$ cat src/verilog/occr_defines.vh
// constants for the oscillator control register block
`ifndef OCCR_DEFINES_VH
`define OCCR_DEFINES_VH
`define OCCR_ADDR          8'h25
`define OCCR_RESET         8'h00
`define OCCR_BIT_INVERT    7
`define OCCR_BIT_OFFSET_MODE_SELECT      6
`define OCCR_BIT_HOUR12    5
`define OCCR_BIT_LOW_JITTER_SELECT      4
`define OCCR_DRIVE_HI      3
`define OCCR_DRIVE_LO      2
`define OCCR_CAP_HI        1
`define OCCR_CAP_LO        0
`define OCCR_DRIVE_NORMAL  2'h0
`define OCCR_DRIVE_LOW     2'h1
`define OCCR_DRIVE_HIGH    2'h2
`define OCCR_CAP_7P0       2'h0
`define OCCR_CAP_6P0       2'h1
`define OCCR_CAP_12P5      2'h2
`endif

$ cat src/verilog/occr_oscillator_control.v
// oscillator control register with decoded controls and clock inversion
`timescale 1ns/1ps
`default_nettype none
`include "occr_defines.vh"
module occr_oscillator_control (
   input  wire       mclk_i,
   input  wire       reset_i,
   input  wire [7:0] addr_i,
   input  wire [7:0] wdata_i,
   input  wire       wr_en_i,
   output reg  [7:0] rdata_o,
   input  wire       stopwatch_mode_i,
   input  wire       sel_clk_i,
   output wire       clk_out_o,
   output reg        output_clock_invert_o,
   output reg        offset_mode_select_o,
   output reg        hour12_active_o,
   output reg        low_jitter_select_o,
   output reg  [1:0] crystal_drive_level_o,
   output reg  [1:0] load_cap_select_o
);

   // stored register image and its next value
   reg  [7:0] osc_ctrl_reg;
   reg  [7:0] osc_ctrl_next;
   // next value of the registered read data
   reg  [7:0] rdata_next;
   // two-stage synchroniser for the selected-frequency clock
   reg        sel_clk_meta_reg;
   reg        sel_clk_sync_reg;
   // output clock flop and its next value
   reg        clk_out_reg;
   reg        clk_out_next;
   // next values of the decoded controls
   reg        invert_next;
   reg        offset_mode_select_next;
   reg        hour12_next;
   reg        low_jitter_select_next;
   reg  [1:0] drive_next;
   reg  [1:0] cap_next;
   // address decode of the single mapped location
   wire       addr_hit;
   wire       write_hit;

   // true when an address selects the oscillator control location
   function addr_match;
      input [7:0] addr;
      begin
         addr_match = (addr == `OCCR_ADDR);
      end
   endfunction

   // two-bit select fields: codes 10 and 11 mean the same top setting,
   // so the analog side only ever sees three distinct codes
   function [1:0] fold_top_code;
      input [1:0] code;
      begin
         case (code)
            2'h0:    fold_top_code = 2'h0;
            2'h1:    fold_top_code = 2'h1;
            2'h2:    fold_top_code = 2'h2;
            2'h3:    fold_top_code = 2'h2;
            default: fold_top_code = 2'h0;
         endcase
      end
   endfunction

   // address and write decode shared by the store and the read path
   assign addr_hit  = addr_match(addr_i);
   assign write_hit = wr_en_i & addr_match(addr_i);

   // next image: a mapped write stores all eight bits raw
   always @* begin
      osc_ctrl_next = osc_ctrl_reg;
      if (write_hit) begin
         osc_ctrl_next = wdata_i;
      end
   end

   // register image; reset loads every default
   always @(posedge mclk_i or posedge reset_i) begin
      if (reset_i) begin
         osc_ctrl_reg <= `OCCR_RESET;
      end else begin
         osc_ctrl_reg <= osc_ctrl_next;
      end
   end

   // read data: stored image when mapped, zero elsewhere
   always @* begin
      rdata_next = 8'h00;
      if (addr_hit) begin
         rdata_next = osc_ctrl_reg;
      end
   end

   // read data flop; a read in the write cycle still shows the old value
   always @(posedge mclk_i or posedge reset_i) begin
      if (reset_i) begin
         rdata_o <= 8'h00;
      end else begin
         rdata_o <= rdata_next;
      end
   end

   // first synchroniser stage; only the second stage reads it
   always @(posedge mclk_i or posedge reset_i) begin
      if (reset_i) begin
         sel_clk_meta_reg <= 1'b0;
      end else begin
         sel_clk_meta_reg <= sel_clk_i;
      end
   end

   // second synchroniser stage, safe for logic to read
   always @(posedge mclk_i or posedge reset_i) begin
      if (reset_i) begin
         sel_clk_sync_reg <= 1'b0;
      end else begin
         sel_clk_sync_reg <= sel_clk_meta_reg;
      end
   end

   // inversion of the selected clock; a set bit moves the clean edge
   always @* begin
      clk_out_next = sel_clk_sync_reg ^
                     osc_ctrl_reg[`OCCR_BIT_INVERT];
   end

   // output clock flop, so the pin never sees a decode glitch
   always @(posedge mclk_i or posedge reset_i) begin
      if (reset_i) begin
         clk_out_reg <= 1'b0;
      end else begin
         clk_out_reg <= clk_out_next;
      end
   end

   assign clk_out_o = clk_out_reg;

   // single-bit controls copied from the image
   always @* begin
      invert_next = osc_ctrl_reg[`OCCR_BIT_INVERT];
      offset_mode_select_next   = osc_ctrl_reg[`OCCR_BIT_OFFSET_MODE_SELECT];
      low_jitter_select_next   = osc_ctrl_reg[`OCCR_BIT_LOW_JITTER_SELECT];
   end

   // twelve-hour counting only outside stop-watch mode
   always @* begin
      hour12_next = 1'b0;
      if (!stopwatch_mode_i) begin
         hour12_next = osc_ctrl_reg[`OCCR_BIT_HOUR12];
      end
   end

   // drive and capacitance fields with their top codes folded
   always @* begin
      drive_next = fold_top_code({osc_ctrl_reg[`OCCR_DRIVE_HI],
                                  osc_ctrl_reg[`OCCR_DRIVE_LO]});
      cap_next   = fold_top_code({osc_ctrl_reg[`OCCR_CAP_HI],
                                  osc_ctrl_reg[`OCCR_CAP_LO]});
   end

   // clock invert control flop
   always @(posedge mclk_i or posedge reset_i) begin
      if (reset_i) begin
         output_clock_invert_o <= 1'b0;
      end else begin
         output_clock_invert_o <= invert_next;
      end
   end

   // offset calibration mode flop, passed on to the calibration logic
   always @(posedge mclk_i or posedge reset_i) begin
      if (reset_i) begin
         offset_mode_select_o <= 1'b0;
      end else begin
         offset_mode_select_o <= offset_mode_select_next;
      end
   end

   // hour format flop for the time counters
   always @(posedge mclk_i or posedge reset_i) begin
      if (reset_i) begin
         hour12_active_o <= 1'b0;
      end else begin
         hour12_active_o <= hour12_next;
      end
   end

   // low jitter control flop
   always @(posedge mclk_i or posedge reset_i) begin
      if (reset_i) begin
         low_jitter_select_o <= 1'b0;
      end else begin
         low_jitter_select_o <= low_jitter_select_next;
      end
   end

   // crystal drive level flop
   always @(posedge mclk_i or posedge reset_i) begin
      if (reset_i) begin
         crystal_drive_level_o <= `OCCR_DRIVE_NORMAL;
      end else begin
         crystal_drive_level_o <= drive_next;
      end
   end

   // load capacitance flop
   always @(posedge mclk_i or posedge reset_i) begin
      if (reset_i) begin
         load_cap_select_o <= `OCCR_CAP_7P0;
      end else begin
         load_cap_select_o <= cap_next;
      end
   end

endmodule
`default_nettype wire

$ cat config.mk
export PLATFORM = sky130hd
export DESIGN_NAME = occr_oscillator_control
export DESIGN_NICKNAME = d
export VERILOG_FILES = /design/src/verilog/occr_oscillator_control.v
export VERILOG_INCLUDE_DIRS = /design/src /design/src/verilog
export SDC_FILE = /design/constraint.sdc
export NUM_CORES = 1
export LEC_CHECK = 0
export ABC_CLOCK_PERIOD_IN_PS = 1200
export BUFFER_PORTS_ARGS = -buffer_cell sky130_fd_sc_hd__buf_2
export CORE_ASPECT_RATIO = 1.25
export CORE_UTILIZATION = 45
export CTS_CLUSTER_DIAMETER = 30
export CTS_CLUSTER_SIZE = 40
export DETAILED_ROUTE_END_ITERATION = 8
export GPL_ROUTABILITY_DRIVEN = 0
export GPL_TIMING_DRIVEN = 1
export PLACE_DENSITY = 0.76
export SLEW_MARGIN = 40
export SYNTH_ARGS = -nofsm -noshare
export SYNTH_HDL_FRONTEND = slang
export SYNTH_SLANG_ARGS = --single-unit
export TNS_END_PERCENT = 1
$ cat constraint.sdc
create_clock -name mclk_i -period 1.2 [get_ports mclk_i]
set_clock_uncertainty 0.2 [all_clocks]
set_input_delay 0.18 -clock mclk_i [delete_from_list [all_inputs] [get_ports mclk_i]]
set_output_delay 0.18 -clock mclk_i [all_outputs]
set_load 0.01 [all_outputs]
## Yosys cells after proc, flatten, opt, wreduce, memory -nomap -nowiden

Cells that the tools add are included.
W data, S select, Z words.

- Bits in registers: 27
- Latch bits: 0
- Bits in writable memories: 0
- Bits in read-only memories: 0
- Input port bits: 21
- Logic and storage cells: 28
- Memories: 0

- $add $sub $neg: 0
- $mul: 0
- Div/mod/pow operators: 0
- $lt $le $gt $ge: 0
- Equal/unequal tests: 7
- Shift operators: 0
- Muxes and demuxes: 4
- Bitwise logic cells: 2
- Reduce and logical (&&, ||, !) cells: 4

Operators by type and width:

| operator | number |
|---|---|
| $pmux W2 S3 | 2 |
| $eq A2 B2 Y1 const B | 4 |
| $eq A8 B6 Y1 const B | 1 |
| $mux W8 | 1 |
| $eq A2 B1 Y1 const B | 2 |
| $logic_not A2 Y1 | 2 |
| $reduce_or A2 Y1 | 2 |
| $and A1 B1 Y1 | 1 |
| $mux W1 | 1 |
| $xor A1 B1 Y1 | 1 |

## Depth between registers and ports, before layout

- Depth after elaboration: 3
- Gate-level depth with buffers: 4
- Mapped depth without buffers: 3

## Worst setup path before layout

OpenSTA, ideal clock, no wires.

- Path kind: input port to flip-flop
- Start: in addr_i[4]
- End: reg osc_ctrl_reg[0]
- Setup time: 0.125 ns
- Arrival time: 1.045 ns
- Data required time: 0.875 ns
- Slack: -0.170 ns
- Stages: 3
- Cell sequence: nor4b_4 -> nand3_4 -> mux2_2

- Longest elaborated chain between the ends: 2

RTL lines:

| what | RTL line | source |
|---|---|---|
| start, declared | occr_oscillator_control.v:8 | `input wire [7:0] addr_i,` |
| $eq A8 B6 Y1 (no line) | - |  |
| $and A1 B1 Y1 | occr_oscillator_control.v:70 | `assign write_hit = wr_en_i & addr_match(addr_i);` |
| end signal, assigned | occr_oscillator_control.v:83 | `` osc_ctrl_reg <= `OCCR_RESET; `` |
| end signal, assigned | occr_oscillator_control.v:85 | `osc_ctrl_reg <= osc_ctrl_next;` |
| end, declared | occr_oscillator_control.v:24 | `reg [7:0] osc_ctrl_reg;` |

Every way passes these cells.
A chain may end at the register's enable or synchronous reset.

## Final worst setup path

- Start: reg load_cap_select_o[1]
- End: out load_cap_select_o[1]

RTL lines:

| what | RTL line | source |
|---|---|---|
| start, declared | occr_oscillator_control.v:20 | `output reg [1:0] load_cap_select_o` |
| start signal, assigned | occr_oscillator_control.v:212 | `` load_cap_select_o <= `OCCR_CAP_7P0; `` |
| start signal, assigned | occr_oscillator_control.v:214 | `load_cap_select_o <= cap_next;` |

No word-level cell between the ends.

==> metrics.csv <==
metric,value,unit
status,"complete, but fails checks",
failing checks,negative setup slack,
die area,0.00223,sq mm
initial antenna violation count,0,
later-pin clock latency in the skew report,300,ps
"Buf+Inv Stages, Crit Path",1,
Ports,38,
worst-path cell chain,buf_2,
Worst Hold Class,input port to register,
Reg area,676,sq um
power per cell area,1120,mW/mm^2
peak supply drop,0.000853,V
Hold Path Stages,3,
area of the multi-input gates,235,sq um
fin util,70.2,%
Final Max Slew Viols,0,
Max stage delay on crit path,390,ps
Via Count,584,
Core ar.,0.00185,sq mm
"Seq/Total Area, Yosys",73.4,%
power share of the clock group,24.7,%
period utilisation layout,101,%
setup TNS,-27.7,ps
sequential share of power,65.7,%
# DRC,0,
fillcell total,140,
Antenna Nets Post-Route,0,
"reg-to-reg slack, setup",200,ps
Syn Std Cell Area,921,sq um
"Setup violations, final",3,
ANT cells,0,
Critical Path AT,840,ps
total track usage,14.5,%
Crit. End Element,output pin,
crit path kind,register to output pin,
Post-CTS Setup Inserts,0,
Vias per Instance,4.60,
Register-to-Register Path Depth,1,
I/O Buffers,37,
H-Tree Depth,1,
DP Worst Slack,-306,ps
maximum clock frequency,823,MHz
largest net degree at the start of global routing,18,
Slew @ Worst Pin,297,ps
# clock sinks,27,
Mapped Nets,75,
origin of the critical flop-to-flop path,osc_ctrl_reg[7]$_DFFE_PP0P_,
part of the power in combinational logic,9.5,%
Critical Path Start Type,register,
post-CTS sizing,0,
Area Overhead vs Synth,41.0,%
leakage power,0.000752,uW
vias in the first global route,575,
Nets,130,
YS warnings,0,
TritonRoute pass-1 iters,2,
cells after synthesis,54,
root buf cell,clkbuf_4,
library cells used by synthesis,11,
crit path time final,1220,ps
Final Hold Viols,0,
Critical Path RT,820,ps
synthesized area per cell,17.1,sq um
Hold Startpoint,wr_en_i,
Bufs on Longest Clock Path,2,
Switching Share,21.0,%
starting density of the core,49.8,%
R2R Path End,osc_ctrl_reg[7]$_DFFE_PP0P_,
Setup WS post-layout,-15.1,ps
Initial DRC Count,6,
Critical path origin,load_cap_select_o[1]$_DFF_PP0_,
layout cells sized above 1,60.2,%
residual overflow from global routing,0,
clock slew at reported path FFs,140,ps
"FF+latch count, synth",27,
Int Pwr,1150,uW
Slew HR,80.1,%
y dimension of the die,52.6,microns
standard-cell rows,17,
DR WL/cell,11.4,microns
Psw,304,uW
Max Cap Viol,0,
CP top delay family,flip-flops,
first-pass GRT wire length,2360,microns
CTS tree,done,
Crit-path slowest cell,dfrtp_1,
Hold EP,osc_ctrl_reg[2]$_DFFE_PP0P_,
final wirelength,1440,microns
CP max FO,1,
RSZ-0062 raised after global routing,yes,
Die X-Extent,42.5,microns
CTS Buf Count,3,
cell families after synthesis:
logic type                count (synthesis)  share of synthesized area, %
xor gates and xnor gates                  1                         0.951
buffers and inverters                     4                          1.77
DFF                                      27                          73.4
muxes                                     8                          9.78
and+or+nand+nor                          14                          14.1
synth_stat cells:
library cell,number,area [sq um]
clkbuf_1,2,7.51
nor4b_4,1,23.8
dfrtp_1,27,676
nand3_4,1,17.5
nor4bb_1,1,10.0
mux2_2,8,90.1
xor2_1,1,8.76
nor2b_1,3,18.8
and3_2,8,60.1
inv_1,1,3.75
clkbuf_2,1,5.00
layout by cell type (no fill, tap or decap), drive strengths merged, types with 3 or more instances in the layout:
master	count
clkbuf	3
and3	8
dfrtp	27
mux2	8
nor2b	3
dlygate4sd3	11
buf	42
repair_timing:
item	4_1_cts	5_1_grt
endpoints found under the setup margin	7	19
endpoints found under the hold margin	37	0
hold buffers	11	0
pin swaps	0	1
power by group through the flow:
stage | Sequential, uW | Combinational, uW | Clock, uW
finish | 954 | 138 | 358
global route | 958 | 154 | 405
CTS | 954 | 141 | 368
detailed placement | 972 | 114 | 0
global placement | 970 | 111 | 0
floorplan | 978 | 39.7 | 0
area by class of cell:
type	instances	share of cell area, %
well taps	19	1.83
clock buffers	3	1.73
flip-flops and latches	27	52.0
clock inverters	1	0.385
inverters	1	0.289
repair buffers	53	25.6
multi-input cells	23	18.1
worst max path at each step:
stage                                        endpoint  slack, ps  cells after the start
final                            load_cap_select_o[1]        -20                      1
after global routing             load_cap_select_o[1]        -50                      1
after CTS                        load_cap_select_o[1]        -20                      1
after detailed placement  osc_ctrl_reg[1]$_DFFE_PP0P_       -310                      5
after global placement    osc_ctrl_reg[6]$_DFFE_PP0P_       -250                      5
after floorplan           osc_ctrl_reg[0]$_DFFE_PP0P_       -170                      3
metrics by stage:
stage               cells  hold slack (ps)  cell area [sq um]  power [uW]
floorplan              54             11.4                921        1020
global placement      112            -21.9               1160        1080
detailed placement    112            -19.3               1160        1090
CTS                   127             89.3               1300        1460
global route          127              109               1300        1520
finish                127              107               1300        1450
layer usage:
metal,routed length [microns],track usage (%),part of all wire [%]
met4,16,4.69,1.1
met1,583,16.5,40
met2,791,26.9,55
met5,0,0,0
met3,53,3.10,3.7
Note: power is estimated with default switching activity, not from simulation.
